===== src/sas_pkg.sv =====
package sas_pkg;
    localparam int          SAS_SLOTS      = 6;
    localparam logic [19:0] SAS_SPN_MAX    = 20'd599999;
    localparam logic [7:0]  SAS_APB_AW     = 8'hff;
    // register byte offsets
    localparam logic [7:0]  SAS_CTRL_OFF   = 8'h00;
    localparam logic [7:0]  SAS_STAT_OFF   = 8'h04;
    localparam logic [7:0]  SAS_ALM_OFF    = 8'h08;
    localparam logic [7:0]  SAS_LOG_OFF    = 8'h0c;
    localparam logic [7:0]  SAS_SLOT_OFF   = 8'h10;
    localparam logic [7:0]  SAS_CUST_OFF   = 8'h30;
    // slot word: [19:0] spn, [24:20] fmi, [25] any, [26] enable, [27] custom, [30:28] custom index
    localparam int          SAS_FMI_POS    = 20;
    localparam int          SAS_ANY_POS    = 25;
    localparam int          SAS_EN_POS     = 26;
    localparam int          SAS_CUS_POS    = 27;
    localparam int          SAS_CIX_POS    = 28;
    localparam logic [31:0] SAS_SLOT_RST   = 32'h0000_0000;
    // timing at 40 mhz
    localparam longint      SAS_CLK_HZ     = 40000000;
    localparam longint      SAS_ACK_MS     = 1000;
    localparam longint      SAS_AUTO_MS    = 60000;
    localparam longint      SAS_ACK_CYC    = SAS_CLK_HZ / 1000 * SAS_ACK_MS;
    localparam longint      SAS_AUTO_CYC   = SAS_CLK_HZ / 1000 * SAS_AUTO_MS;

    typedef struct packed {
        logic        valid;
        logic        custom;
        logic [19:0] spn;
        logic [4:0]  fmi;
    } sas_fault_t;

    typedef struct packed {
        logic        run;
        logic        popup;
        logic        red;
        logic        buzzer;
        logic        check_lamp;
        logic        stop_lamp;
        logic        start_ok;
    } sas_ind_t;
endpackage : sas_pkg


===== src/sas_top.sv =====
`timescale 1ns/1ps
module sas_top
    import sas_pkg::*;
#(
    parameter int unsigned ACK_CYC  = 32'(SAS_ACK_CYC),
    parameter int unsigned AUTO_CYC = 32'(SAS_AUTO_CYC)
) (
    input  wire logic        pclk,
    input  wire logic        presetn,
    input  wire logic        psel,
    input  wire logic        penable,
    input  wire logic        pwrite,
    input  wire logic [7:0]  paddr,
    input  wire logic [31:0] pwdata,
    output logic [31:0]      prdata,
    output logic             pready,
    output logic             pslverr,
    input  wire sas_fault_t  fault_in,
    input  wire logic        key_on_pin,
    input  wire logic        mode_btn_pin,
    input  wire logic        override_req,
    output sas_ind_t         ind,
    output logic [19:0]      disp_spn,
    output logic [4:0]       disp_fmi,
    output logic             log_valid,
    output logic             log_override,
    output logic [19:0]      log_spn,
    output logic [4:0]       log_fmi
);
    ////////////////////////////////////////////////////////////////////////////
    logic [2:0]  key_sync;
    logic [2:0]  btn_sync;
    logic        key_q;
    logic        btn_q;
    logic        key_off_ev;
    logic        key_on_ev;
    logic [31:0] slot [SAS_SLOTS];
    logic [7:0]  cust_en;
    logic [2:0]  slot_cnt;
    logic [SAS_SLOTS-1:0] hit;
    logic [SAS_SLOTS-1:0] slot_act;
    logic        any_act;
    logic        rise;
    logic [19:0] hit_spn;
    logic [4:0]  hit_fmi;
    logic        latched;
    logic        acked;
    logic        overridden;
    logic        ack_ev;
    logic [31:0] btn_cnt;
    logic [31:0] auto_cnt;
    logic        any_act_q;
    logic        wr;
    logic        rd;
    logic [15:0] log_cnt;

    // inputs from pins: a change counts once stages two and three agree
    always_ff @(posedge pclk or negedge presetn) begin
        if (!presetn) begin
            key_sync <= 3'h0;
            btn_sync <= 3'h0;
            key_q    <= 1'b0;
            btn_q    <= 1'b0;
        end else begin
            key_sync <= {key_sync[1:0], key_on_pin};
            btn_sync <= {btn_sync[1:0], mode_btn_pin};
            if (key_sync[1] == key_sync[2]) begin
                key_q <= key_sync[2];
            end
            if (btn_sync[1] == btn_sync[2]) begin
                btn_q <= btn_sync[2];
            end
        end
    end

    logic key_prev;
    always_ff @(posedge pclk or negedge presetn) begin
        if (!presetn) begin
            key_prev <= 1'b0;
        end else begin
            key_prev <= key_q;
        end
    end
    assign key_off_ev = key_prev & ~key_q;
    assign key_on_ev  = ~key_prev & key_q;

    ////////////////////////////////////////////////////////////////////////////
    // apb slave, zero wait states
    assign wr = psel & penable & pwrite;
    assign rd = psel & ~penable & ~pwrite;

    always_ff @(posedge pclk or negedge presetn) begin
        if (!presetn) begin
            for (int i = 0; i < SAS_SLOTS; i++) begin
                slot[i] <= SAS_SLOT_RST;
            end
            cust_en  <= 8'h00;
            slot_cnt <= 3'h0;
        end else if (wr) begin
            if (paddr == SAS_CTRL_OFF) begin
                slot_cnt <= (pwdata[3:0] > 4'(SAS_SLOTS)) ? 3'(SAS_SLOTS) : pwdata[2:0];
            end else if (paddr == SAS_CUST_OFF) begin
                cust_en <= pwdata[7:0];
            end else if (paddr >= SAS_SLOT_OFF && paddr < SAS_SLOT_OFF + 8'(4 * SAS_SLOTS)
                         && paddr[1:0] == 2'h0) begin
                for (int i = 0; i < SAS_SLOTS; i++) begin
                    if (paddr == SAS_SLOT_OFF + 8'(4 * i)) begin
                        slot[i][19:0] <= (pwdata[19:0] > SAS_SPN_MAX) ? SAS_SPN_MAX : pwdata[19:0];
                        slot[i][31:20] <= {1'b0, pwdata[30:20]};
                    end
                end
            end
        end
    end

    always_ff @(posedge pclk or negedge presetn) begin
        if (!presetn) begin
            prdata  <= 32'h0;
            pready  <= 1'b0;
            pslverr <= 1'b0;
        end else begin
            pready  <= psel & ~penable;
            pslverr <= 1'b0;
            if (rd) begin
                if (paddr == SAS_CTRL_OFF) begin
                    prdata <= {29'h0, slot_cnt};
                end else if (paddr == SAS_STAT_OFF) begin
                    // [13:8] slot_act, [7:6] spare, [5:0] flags
                    prdata <= {18'h0, slot_act, 2'h0, overridden, acked, latched, any_act,
                               ind.start_ok, ind.run};
                end else if (paddr == SAS_ALM_OFF) begin
                    prdata <= {7'h0, disp_fmi, disp_spn};
                end else if (paddr == SAS_LOG_OFF) begin
                    prdata <= {16'h0, log_cnt};
                end else if (paddr == SAS_CUST_OFF) begin
                    prdata <= {24'h0, cust_en};
                end else if (paddr >= SAS_SLOT_OFF && paddr < SAS_SLOT_OFF + 8'(4 * SAS_SLOTS)) begin
                    prdata <= slot[3'((paddr - SAS_SLOT_OFF) >> 2)];
                end else begin
                    prdata <= 32'h0;
                end
            end
            if (psel & ~penable) begin
                pslverr <= (paddr[1:0] != 2'h0) || (paddr > SAS_CUST_OFF);
            end
        end
    end

    ////////////////////////////////////////////////////////////////////////////
    // slot matching, one comparator per slot
    genvar g;
    generate
        for (g = 0; g < SAS_SLOTS; g++) begin : g_slot
            logic en_ok;
            assign en_ok = slot[g][SAS_EN_POS] && (g < slot_cnt)
                && (!slot[g][SAS_CUS_POS] || cust_en[slot[g][SAS_CIX_POS +: 3]]);
            assign hit[g] = fault_in.valid && en_ok
                && (fault_in.custom == slot[g][SAS_CUS_POS])
                && (fault_in.spn == slot[g][19:0])
                && (slot[g][SAS_ANY_POS] || fault_in.fmi == slot[g][24:20]);
        end
    endgenerate

    // slot goes active on a match and inactive when its report stops
    always_ff @(posedge pclk or negedge presetn) begin
        if (!presetn) begin
            slot_act <= '0;
        end else begin
            slot_act <= hit;
        end
    end
    assign any_act = |slot_act;
    assign rise    = |(hit & ~slot_act);

    always_comb begin
        hit_spn = 20'h0;
        hit_fmi = 5'h0;
        for (int i = SAS_SLOTS - 1; i >= 0; i--) begin
            if (hit[i] && !slot_act[i]) begin
                hit_spn = fault_in.spn;
                hit_fmi = fault_in.fmi;
            end
        end
    end

    ////////////////////////////////////////////////////////////////////////////
    // acknowledge: long press or one minute of continuous popup
    always_ff @(posedge pclk or negedge presetn) begin
        if (!presetn) begin
            btn_cnt  <= 32'h0;
            auto_cnt <= 32'h0;
            ack_ev   <= 1'b0;
        end else begin
            ack_ev <= 1'b0;
            if (!btn_q) begin
                btn_cnt <= 32'h0;
            end else if (btn_cnt <= ACK_CYC) begin
                btn_cnt <= btn_cnt + 32'h1;
                if (btn_cnt == ACK_CYC) begin
                    ack_ev <= 1'b1;
                end
            end
            if (!ind.popup || ack_ev) begin
                auto_cnt <= 32'h0;
            end else if (auto_cnt == AUTO_CYC - 1) begin
                auto_cnt <= 32'h0;
                ack_ev   <= 1'b1;
            end else begin
                auto_cnt <= auto_cnt + 32'h1;
            end
        end
    end

    // latched: an alarm exists that still inhibits start
    always_ff @(posedge pclk or negedge presetn) begin
        if (!presetn) begin
            latched    <= 1'b0;
            acked      <= 1'b0;
            overridden <= 1'b0;
            disp_spn   <= 20'h0;
            disp_fmi   <= 5'h0;
        end else begin
            if (rise) begin
                latched  <= 1'b1;
                acked    <= 1'b0;
                disp_spn <= hit_spn;
                disp_fmi <= hit_fmi;
            end else if (ack_ev && latched) begin
                acked <= 1'b1;
            end
            if (key_off_ev) begin
                overridden <= 1'b0;
            end else if (override_req && latched && key_q && !overridden) begin
                overridden <= 1'b1;
            end
            if (key_on_ev && !rise) begin
                if (any_act && acked) begin
                    acked <= 1'b0;
                end else if (!any_act && acked) begin
                    latched <= 1'b0;
                end
                // unacknowledged and cleared stays latched until acknowledged and keyed on again
            end
            if (!rise && !any_act && acked && !key_on_ev && !key_q) begin
                latched <= latched;
            end
        end
    end

    // start inhibit lifts only via key cycle clear or override; ack alone never releases
    always_ff @(posedge pclk or negedge presetn) begin
        if (!presetn) begin
            ind <= '0;
        end else begin
            ind.popup      <= latched && !acked && !rise;
            ind.red        <= latched && (!acked || any_act);
            ind.buzzer     <= latched && !acked && (any_act || !any_act_q) && !rise;
            ind.check_lamp <= latched;
            ind.stop_lamp  <= latched;
            ind.start_ok   <= !latched || overridden;
            ind.run        <= key_q && (!latched || overridden) && !rise;
        end
    end

    always_ff @(posedge pclk or negedge presetn) begin
        if (!presetn) begin
            any_act_q <= 1'b0;
        end else if (rise) begin
            any_act_q <= 1'b0;
        end else if (!any_act && latched && !acked) begin
            any_act_q <= 1'b1;
        end else if (key_on_ev) begin
            any_act_q <= 1'b0;
        end
    end

    ////////////////////////////////////////////////////////////////////////////
    // fault log strobe; override entries carry the displayed alarm
    always_ff @(posedge pclk or negedge presetn) begin
        if (!presetn) begin
            log_valid    <= 1'b0;
            log_override <= 1'b0;
            log_spn      <= 20'h0;
            log_fmi      <= 5'h0;
            log_cnt      <= 16'h0;
        end else begin
            log_valid    <= 1'b0;
            log_override <= 1'b0;
            if (rise) begin
                log_valid <= 1'b1;
                log_spn   <= hit_spn;
                log_fmi   <= hit_fmi;
                log_cnt   <= log_cnt + 16'h1;
            end else if (override_req && latched && key_q && !overridden && !key_off_ev) begin
                log_valid    <= 1'b1;
                log_override <= 1'b1;
                log_spn      <= disp_spn;
                log_fmi      <= disp_fmi;
                log_cnt      <= log_cnt + 16'h1;
            end
        end
    end
endmodule : sas_top


===== config.mk =====
export PLATFORM = sky130hd
export DESIGN_NAME = sas_top
export DESIGN_NICKNAME = d
export VERILOG_FILES = /design/src/sas_pkg.sv /design/src/sas_top.sv
export SDC_FILE = /design/constraint.sdc
export NUM_CORES = 1
export LEC_CHECK = 0
export BUFFER_PORTS_ARGS = -buffer_cell sky130_fd_sc_hd__buf_4
export CORE_ASPECT_RATIO = 2
export CORE_UTILIZATION = 39
export CTS_CLUSTER_DIAMETER = 60
export DETAILED_ROUTE_END_ITERATION = 8
export PLACE_DENSITY_LB_ADDON = 0.08
export SLEW_MARGIN = 0
export SYNTH_ARGS = -nofsm -noshare
export SYNTH_HDL_FRONTEND = slang
export SYNTH_SLANG_ARGS = --single-unit
export TNS_END_PERCENT = 50

===== constraint.sdc =====
create_clock -name pclk -period 3.7 [get_ports pclk]
set_input_delay 0.37 -clock pclk [delete_from_list [all_inputs] [get_ports pclk]]
set_output_delay 0.37 -clock pclk [all_outputs]
set_load 0.01 [all_outputs]

==> flow_summary_export.csv, run 1 <==
group,metric,value,unit
timing,hold_viol_final,0,
critical_path,r2r-end,"disp_spn[11]",
critical_path,rr_startpoint,"slot_cnt[2]",
layout,layout-drive-gt1-share,0.190,
floorplanning,rows,116,
layout,nets,2191,
synth,synth.avg_cell_area,10.0,um^2
critical_path,worstPathRequired,4130,ps
clocking,path_clk_slew,60,ps
synth,yosysWarnings,0,
global_routing,grt-ovfl-total,0,
synth,yosys.area.top_type,"dfrtp_1",
global_routing,grt_usage,0.272,
synth,yosysTopAreaCellShare,0.494,
global_routing,grt_max_degree,91,
critical_path,endpoint,"disp_spn[11]",
min_path,worstHoldPathType,"primary input to flip-flop",
layout,syn2layout_area_growth,18.1,%
clocking,htreeDepth,2,
critical_path,critPathLaunch,"slot_cnt[2]",
critical_path,cp.buffers_inverters,1,
layout,register_area,9710,um^2
timing,max_freq,280,MHz
pwr,power_density,411,nW/um^2
layout,nFillCells,4855,
floorplanning,die-width,161,um
critical_path,critPathKind,"flip-flop to flip-flop",
timing,rsz0062_at_grt,"no",
timing,setup-tns-final,0,ps
timing,fin_crit,3570,ps
floorplanning,coreArea,49900,um^2
critical_path,cpPeakStageDelay,820,ps
timing,drv_slew,0,
synth,netlist-cell-type-count,66,
synth,netlist_area,19700,um^2
route,wire_per_inst,24.8,um
synth,synth-seq-cells,388,
clocking,cts.sinks,388,
timing,tightest_slew,974,ps
timing,slew-limit-headroom,0.351,
critical_path,critical_path.max_fanout,46,
layout,antennaDiodeCount,0,
status,status,"finished, final reports clean",
synth,yosys.cell_count.top_type,"dfrtp_1",
route,drt-initial-drc-count,939,
layout,final_util,0.465,
timing,finClkSkew,21.7,ps
clocking,cts-root-buf,"clkbuf_16",
critical_path,crit_chain,"nor3_1, nor4_1, nand2_1, a2111oi_1, a32o_1, nor4b_4, buf_12, mux2_2",
synth,yosys-top-cells-area,"dfrtp_1, nand2_1, xnor2_1, mux4_2, xor2_1",
synth,synth_cells,1963,
route,drc,0,
placement,gp_congestion,0.974,
critical_path,cp_data_arrival_time,4000,ps
synth,async_reset_ff_frac,1.00,
synth,syn-num-nets,2042,
critical_path,crit_family,"simple AND/OR/NAND/NOR gates",
pwr,p_leak,10.8,nW
critical_path,r2r_slack,130,ps
floorplanning,io_pins,168,
global_routing,antenna_found_initial,1,
synth,synth-seq-area-share,0.494,
job,cap_viol_max_count,0,
synth,synth-main-ff-cell,"dfrtp_1",
pwr,ir_drop,307,uV
global_routing,grt_pass1_wl,103000,um
route,dr.pass1.iters,6,
placement,io_buffers,165,
critical_path,start_kind,"flip-flop",
route,vias,15370,
critical_path,crit_path_end_kind,"flip-flop",
route,ant_nets,0,
placement,dp_hpwl,52000,um
critical_path,crit_cells,8,
synth,synth_commonest_cells,"dfrtp_1, nand2_1, nor2_1",
layout,multi_input_area,9420,um^2
synth,synth_edf_count,0,
clocking,tritoncts,"done",
timing,min_period_over_period,0.964,
floorplanning,initial_core_util,0.394,
timing,setup_viol,0,
clocking,clk_path_buf_depth,3,
floorplanning,die_y,320,um
critical_path,worstRegToRegCells,8,
route,viasPerCell,5.51,
route,totalWireLength,69100,um
floorplanning,dieArea,51400,um^2
global_routing,grt_pass1_vias,15785,
clocking,cts_buffers,39,
clocking,clk_latency,560,ps
critical_path,crit_slowest_cell,"nor4b_4",
## how the worst min path moves through the flow
stage	from	end	slack [ps]	cells after the start
2_1_floorplan	presetn	ack_ev	70	0
3_3_place_gp	btn_sync[0]	btn_sync[1]	340	0
3_5_place_dp	btn_sync[0]	btn_sync[1]	340	0
4_1_cts	pwdata[26]	slot[186]	60	3
5_1_grt	pwdata[4]	cust_en[4]	90	2
6_report	pwdata[26]	slot[186]	80	3
## per-layer routing
| metal | global-route usage | vias up | share of wire |
|---|---|---|---|
| met5 | 0 | - | 0.00013 |
| li1 | - | 7074 | - |
| met1 | 0.294 | 7645 | 0.36 |
| met3 | 0.0306 | 189 | 0.038 |
| met4 | 0.201 | 2 | 0.084 |
| met2 | 0.486 | 460 | 0.52 |
## sequential cells by signal, indices dropped and copies added, names as in the netlist, 8 cells and up
name,flops
cust_en,8
slot,186
disp_spn,20
btn_cnt,32
log_spn,20
prdata,31
auto_cnt,32
log_cnt,16
## layout by cell type (no fill, tap or decap), drive strengths merged, types with 31 or more instances in the layout
| cell type | netlist | final |
|---|---|---|
| dfrtp | 388 | 388 |
| nand2 | 335 | 335 |
| buf | 32 | 220 |
| nor2 | 163 | 163 |
| o21ai | 152 | 152 |
| xnor2 | 112 | 112 |
| xor2 | 95 | 95 |
| a21oi | 84 | 84 |
| mux2i | 81 | 81 |
| mux2 | 68 | 68 |
| clkbuf | 83 | 56 |
| nand3 | 42 | 42 |
| mux4 | 37 | 37 |
| nand4 | 34 | 34 |
| and2 | 31 | 31 |
## cells by family (layout without fill, tap and decap cells)
kind of cell,count (synthesis),in the layout,share of synthesized area
simple gates,718,718,0.167
flops,388,388,0.494
compound gates,314,314,0.0921
xor+xnor,207,207,0.0922
mux,186,186,0.123
buf+inv,143,322,0.0288
fa+ha+maj,6,6,0.00356
other cells,1,1,0.000191
## area by class of cell
| cell class | count | area share |
|---|---|---|
| clock buffers | 56 | 0.0496 |
| flip-flops and latches | 388 | 0.418 |
| well taps | 649 | 0.0350 |
| clock inverters | 15 | 0.00964 |
| multi-input cells | 1432 | 0.406 |
| repair buffers | 223 | 0.0776 |
| inverters | 28 | 0.00453 |
## report_power, final
part	leakage (nW)	switching, W	total, W	internal (W)
sequential	5.28	0.0000941	0.00441	0.00432
clock	0.678	0.00178	0.00431	0.00253
combinational	4.88	0.000519	0.000811	0.000292
total	10.8	0.00239	0.00953	0.00714
## timing repair
item / 4_1_cts / 5_1_grt
hold buffers: 3 / 0
setup buffers: 0 / 0
gates resized for setup: 0 / 0
endpoints found under the hold margin: 83 / 0
## per-stage QoR
stage,total power (W),setup slack [ps],std cells,hold WS [ps],cell area (um^2)
2_1_floorplan,0.00483,977,1963,74.4,19700
3_3_place_gp,0.00530,192,2717,337,21800
4_1_cts,0.00965,214,2791,59.0,23200
6_report,0.00953,133,2791,77.5,23200
5_1_grt,0.00983,84.6,2791,86.0,23200
3_5_place_dp,0.00531,218,2717,344,21800
## worst min-delay path: cells and delay by family
family,cells,cell delay [ps]
buf+inv,1,120
simple gates,2,100
(Power assumes the default switching activity.)
==> inputs of run 2 (changes only) <==
--- a/config.mk
+++ b/config.mk
@@ -5,6 +5,7 @@
 export SDC_FILE = /design/constraint.sdc
 export NUM_CORES = 1
 export LEC_CHECK = 0
+export ABC_AREA = 1
 export BUFFER_PORTS_ARGS = -buffer_cell sky130_fd_sc_hd__buf_4
 export CORE_ASPECT_RATIO = 2
 export CORE_UTILIZATION = 39
==> run 2 against run 1 <==
Critical path depth grew 8. Register-to-register slack gained 420 ps. Final area grew 10%. Core utilization shrank 0.14 points. Count of clock-buffer cells in the layout shrank 3. Sequential cell count is the same. Critical path type unchanged. Setup slack gained 420 ps. Total power grew 13%. Critical endpoint is now log_cnt[7]. Final cell count grew 42%.
==> flow_summary_export.csv, run 2 <==
group,metric,value,unit
synth,yosysTopAreaCellShare,0.446,
clocking,cts_buffers,42,
floorplanning,rows,122,
layout,largest_reg_flops,186,
placement,gp_congestion,0.978,
timing,slew-limit-headroom,0.393,
floorplanning,die_y,336,um
timing,min_period_over_period,0.850,
synth,yosys.cell_count.top_type,"nand2_1",
synth,synth_edf_count,0,
critical_path,cp_data_arrival_time,3620,ps
route,drt-initial-drc-count,1897,
layout,nFillCells,5742,
pwr,p_leak,12.0,nW
clocking,path_clk_slew,70,ps
synth,syn-num-nets,3111,
clocking,cts-root-buf,"clkbuf_16",
layout,layout_commonest_cell,"nand2_1",
synth,async_reset_ff_frac,1.00,
clocking,htreeDepth,2,
synth,netlist_area,21800,um^2
timing,setup_slack,555,ps
route,ant_nets,0,
floorplanning,coreArea,55300,um^2
route,viasPerCell,5.44,
route,wire_per_inst,24.6,um
clocking,cts.sinks,388,
timing,fin_crit,3150,ps
placement,place_ws,602,ps
timing,drv_slew,0,
synth,synth_commonest_cells,"nand2_1, dfrtp_1, inv_1",
global_routing,grt_pass1_wl,141000,um
layout,final_cell_mix,"nand2_1, dfrtp_1, inv_1, o21ai_0, nor2_1",
global_routing,grt-ovfl-total,0,
timing,tightest_slew,904,ps
synth,synth-seq-cells,388,
clocking,cts-resized-gates,0,
floorplanning,initial_core_util,0.394,
synth,yosysWarnings,0,
min_path,whs_path_depth,3,
timing,max_freq,318,MHz
route,vias,21587,
route,drc,0,
placement,dp_hpwl,76400,um
route,dr.pass1.iters,8,
critical_path,critPathKind,"flip-flop to flip-flop",
route,totalWireLength,97800,um
synth,netlist-cell-type-count,53,
synth,synth.avg_cell_area,7.19,um^2
critical_path,worstRegToRegCells,16,
layout,fin_cells,3970,
layout,final_util,0.464,
layout,layout-drive-gt1-share,0.107,
pwr,power_density,421,nW/um^2
layout,largest_register,"slot",
timing,setup_viol,0,
layout,final_area,25600,um^2
synth,yosys-top-cells-area,"dfrtp_1, nand2_1, o21ai_0, inv_1, nand3_1",
synth,synth-main-ff-cell,"dfrtp_1",
timing,rsz0062_at_grt,"no",
status,status,"finished, final reports clean",
global_routing,antenna_found_initial,1,
pwr,ir_drop,352,uV
critical_path,worstPathRequired,4170,ps
synth,synth_cells,3032,
critical_path,start_kind,"flip-flop",
floorplanning,die-width,169,um
placement,io_buffers,165,
layout,syn2layout_area_growth,17.6,%
min_path,worstHoldPathType,"primary input to flip-flop",
timing,finClkSkew,15.6,ps
synth,yosys.area.top_type,"dfrtp_1",
placement,place_area,24100,um^2
floorplanning,dieArea,56900,um^2
clocking,tritoncts,"done",
placement,placed_cells,3889,
timing,setup-tns-final,0,ps
synth,synth-seq-area-share,0.446,
global_routing,grt_usage,0.346,
global_routing,grt_pass1_vias,21357,
layout,nets,3273,
floorplanning,io_pins,168,
clocking,clk_latency,580,ps
job,cap_viol_max_count,0,
critical_path,crit_path_end_kind,"flip-flop",
layout,top_regs,"slot x186, auto_cnt x32, btn_cnt x32",
timing,hold_viol_final,0,
global_routing,grt_max_degree,95,
critical_path,critical_path.max_fanout,54,
clocking,clk_path_buf_depth,3,
==> run 2: cell count changes in the layout (fill, tap and decap cells not counted), moves of 37 or more <==
cell     previous run  this run
nor3_1             12        52
mux2i_1            81         1
nand3_1            41       202
mux2_2             68         3
nor2_1            163       268
xnor2_1           112        17
o22ai_1             6        89
o21ai_0           152       309
a21oi_1            84        40
mux4_2             37         0
xor2_1             95        50
nand2_1           335       916
inv_1              28       332
==> run 2: cells by family after synthesis <==
kind of cell,synth area share
simple gates,0.305
compound gates,0.131
buf+inv,0.0860
flops,0.446
xor+xnor,0.0269
fa+ha+maj,0.00322
mux,0.00201
other cells,0.000172
==> run 2: through the flow <==
step	power [W]	hold WS, ps
floorplan	0.00540	74.4
global route	0.0112	21.4
finish	0.0108	16.7
detailed placement	0.00627	347
CTS	0.0109	1.31
global placement	0.00625	333
==> run 2: path summary, 6_finish.rpt <==
kind | start | endpoint | slack (ps)
min | pwdata[28] | slot[60] | 20
max in group asynchronous | presetn | slot[55] | 2220
max reg2reg | slot_cnt[2] | log_cnt[7] | 550
min reg2reg | btn_sync[0] | btn_sync[1] | 370
max | slot_cnt[2] | log_cnt[7] | 550
min in group asynchronous | presetn | btn_cnt[5] | 370
==> run 2: metal layers <==
metal,global-route usage,routed length (um)
met5,0,0
met3,0.0352,4330
met4,0.263,8470
met2,0.637,51000
met1,0.357,33900
==> run 2: area by class of cell <==
type | count | area [um^2] | share of cell area
flip-flops and latches | 388 | 9710 | 0.379
multi-input cells | 2170 | 10200 | 0.399
clock inverters | 22 | 295 | 0.0115
inverters | 344 | 1290 | 0.0504
diodes | 1 | 2.50 | 0.0000977
clock buffers | 53 | 1150 | 0.0450
well taps | 744 | 931 | 0.0363
repair buffers | 248 | 2020 | 0.0788
==> run 2: report_power, final <==
group          leakage [nW]  switching [W]  internal (W)  total (W)
logic                  6.22       0.000965      0.000552    0.00152
registers              5.08       0.000218       0.00447    0.00469
clock network         0.702        0.00194       0.00265    0.00459
total                  12.0        0.00312       0.00767     0.0108
==> run 2: worst max-delay path, stage by stage, from the launching register on <==
cell and delay, ps:
dfrtp_1 580, inv_1 190, nand2_1 290, nand2_1 130, nor2_1 100, nand2_1 60, nor2_1 100, nand2_1 80
nor2_1 510, nand4_1 160, nand2_1 110, nor2_1 80, nand3_2 130, buf_12 280, nand2_1 80, nand2_1 70
nand2_1 50
==> run 2: timing repair <==
action                    4_1_cts  5_1_grt
hold endpoints to repair       89        0
hold buffers                    5        0
buffers inserted                0        0
==> inputs of run 3 (changes only) <==
--- a/config.mk
+++ b/config.mk
@@ -8,10 +8,12 @@
 export ABC_AREA = 1
 export BUFFER_PORTS_ARGS = -buffer_cell sky130_fd_sc_hd__buf_4
 export CORE_ASPECT_RATIO = 2
+export CORE_MARGIN = 3
 export CORE_UTILIZATION = 39
 export CTS_CLUSTER_DIAMETER = 60
 export DETAILED_ROUTE_END_ITERATION = 8
-export PLACE_DENSITY_LB_ADDON = 0.08
+export PLACE_DENSITY_LB_ADDON = 0.05
+export SKIP_LAST_GASP = 1
 export SLEW_MARGIN = 0
 export SYNTH_ARGS = -nofsm -noshare
 export SYNTH_HDL_FRONTEND = slang
==> run 3 against run 2 <==
Register-to-register slack better by 20 ps. Clock power is 2% lower. Critical path depth stayed put. Largest power group unchanged. Final area is 0.63% lower. Critical endpoint is now log_spn[15]. Die area is 3.6% higher. Non-clock buffer count is 22 lower. Count of clock-buffer cells in the layout is 5 lower. Hold slack better by 9.0 ps.
==> flow_summary_export.csv, run 3 (synthesis results as in run 2) <==
group,metric,value,unit
status,status,"finished, final reports clean",
layout,nets,3249,
route,totalWireLength,97000,um
floorplanning,io_pins,168,
timing,setup_slack,577,ps
min_path,whs_path_depth,3,
route,wire_per_inst,24.6,um
timing,max_freq,320,MHz
min_path,hp-start,"pwdata[29]",
global_routing,antenna_found_initial,0,
timing,rsz0062_at_grt,"no",
global_routing,grt_usage,0.322,
route,vias,21526,
clocking,cts-root-buf,"clkbuf_16",
critical_path,cp_data_arrival_time,3580,ps
layout,register_area,9710,um^2
placement,placed_cells,3858,
timing,slew-limit-headroom,0.292,
critical_path,worstPathRequired,4160,ps
layout,layout-drive-gt1-share,0.0997,
layout,layout_commonest_cell,"nand2_1",
critical_path,crit_path_end_kind,"flip-flop",
placement,gp_congestion,0.978,
timing,setup-tns-final,0,ps
floorplanning,die-width,173,um
layout,multi_input_area,10200,um^2
placement,place_ws,526,ps
floorplanning,die_y,340,um
clocking,clk_latency,580,ps
timing,hold_slack,25.7,ps
pwr,ir_drop,399,uV
job,cap_viol_max_count,0,
layout,top_regs,"slot x186, auto_cnt x32, btn_cnt x32",
layout,nFillCells,5711,
critical_path,r2r_slack,580,ps
clocking,cts_setup_buffers,0,
global_routing,grt-ovfl-total,0,
timing,tightest_slew,1050,ps
min_path,hold_path_end,"slot[61]",
critical_path,r2r-end,"log_spn[15]",
critical_path,worstRegToRegCells,16,
floorplanning,rows,121,
clocking,clk_path_buf_depth,3,
route,dr.pass1.iters,5,
floorplanning,coreArea,54800,um^2
timing,setup_viol,0,
pwr,power_density,419,nW/um^2
layout,fin_cells,3937,
route,viasPerCell,5.47,
critical_path,start_kind,"flip-flop",
pwr,p_leak,11.9,nW
clocking,htreeDepth,2,
route,ant_nets,0,
timing,min_period_over_period,0.844,
layout,antennaDiodeCount,0,
clocking,cts.sinks,388,
clocking,path_clk_slew,70,ps
layout,largest_reg_flops,186,
critical_path,critPathKind,"flip-flop to flip-flop",
global_routing,grt_pass1_vias,21353,
timing,fin_crit,3120,ps
global_routing,grt_pass1_wl,141000,um
critical_path,rr_startpoint,"slot_cnt[2]",
floorplanning,initial_core_util,0.398,
placement,io_buffers,165,
critical_path,critical_path.max_fanout,11,
clocking,tritoncts,"done",
clocking,cts_buffers,40,
floorplanning,dieArea,58900,um^2
route,drt-initial-drc-count,1911,
layout,final_cell_mix,"nand2_1, dfrtp_1, inv_1, o21ai_0, nor2_1",
min_path,worstHoldPathType,"primary input to flip-flop",
critical_path,critPathLaunch,"slot_cnt[2]",
placement,dp_hpwl,76000,um
route,drc,0,
timing,drv_slew,0,
layout,largest_register,"slot",
timing,finClkSkew,33.3,ps
layout,syn2layout_area_growth,16.9,%
timing,hold_viol_final,0,
global_routing,grt_max_degree,74,
pwr,total_power,0.0107,W
## run 3: changes by cell type in the layout (fill, tap and decap cells not counted), sizes merged
| cell | delta |
|---|---|
| buf | -25 |
| dlygate4sd3 | +3 |
| clkinvlp | -1 |
| clkinv | +1 |
| bufinv | +1 |
| diode | -1 |
| clkbuf | -5 |
## run 3: worst max path at each step
stage                             end  slack (ps)  cells past startpoint
after floorplan              slot[42]        1710                     12
after global placement          acked         550                     15
after detailed placement  log_spn[10]         530                     15
after CTS                 log_spn[15]         620                     16
after global routing      log_cnt[12]         470                     15
final                     log_spn[15]         580                     16
## run 3: layout make-up
| type | count | share of cell area |
|---|---|---|
| multi-input cells | 2170 | 0.402 |
| flip-flops and latches | 388 | 0.381 |
| repair buffers | 226 | 0.0746 |
| inverters | 344 | 0.0507 |
| clock buffers | 48 | 0.0429 |
| well taps | 738 | 0.0363 |
| clock inverters | 23 | 0.0127 |
## run 3: metrics by stage
step            util  area (um^2)
2_1_floorplan      -        21800
3_3_place_gp   0.437        24000
3_5_place_dp   0.437        24000
4_1_cts        0.465        25500
5_1_grt        0.465        25500
6_report       0.465        25500
## run 3: worst max-delay path, stage by stage, from the launching register on
cell and delay, ps:
dfrtp_1 520, inv_1 200, nand2_1 300, nor2_1 230, nor2_1 60, nand2_1 60, nor2_1 40, nand2_1 50
nor2_1 40, buf_4 160, nand4_1 70, nand2_1 60, nor2_1 370, nand3_2 370, buf_4 310, nand3_1 110
nand2_1 60
## run 3: repair_timing
action                                 CTS  global route
endpoints found under the hold margin   69             0
hold buffers                             8             0
gates resized for setup                  0             0
## run 3: power breakdown
| group | internal [W] | switching, W | total (W) |
|---|---|---|---|
| logic | 0.000542 | 0.000957 | 0.00150 |
| clock network | 0.00262 | 0.00187 | 0.00448 |
| registers | 0.00447 | 0.000212 | 0.00468 |
## run 3: routing by layer
metal,global-route usage,vias to the layer above,share of wire
met1,0.337,10234,0.35
met5,0,-,0
met3,0.0316,287,0.045
met2,0.594,880,0.52
met4,0.238,0,0.089
li1,-,10125,-
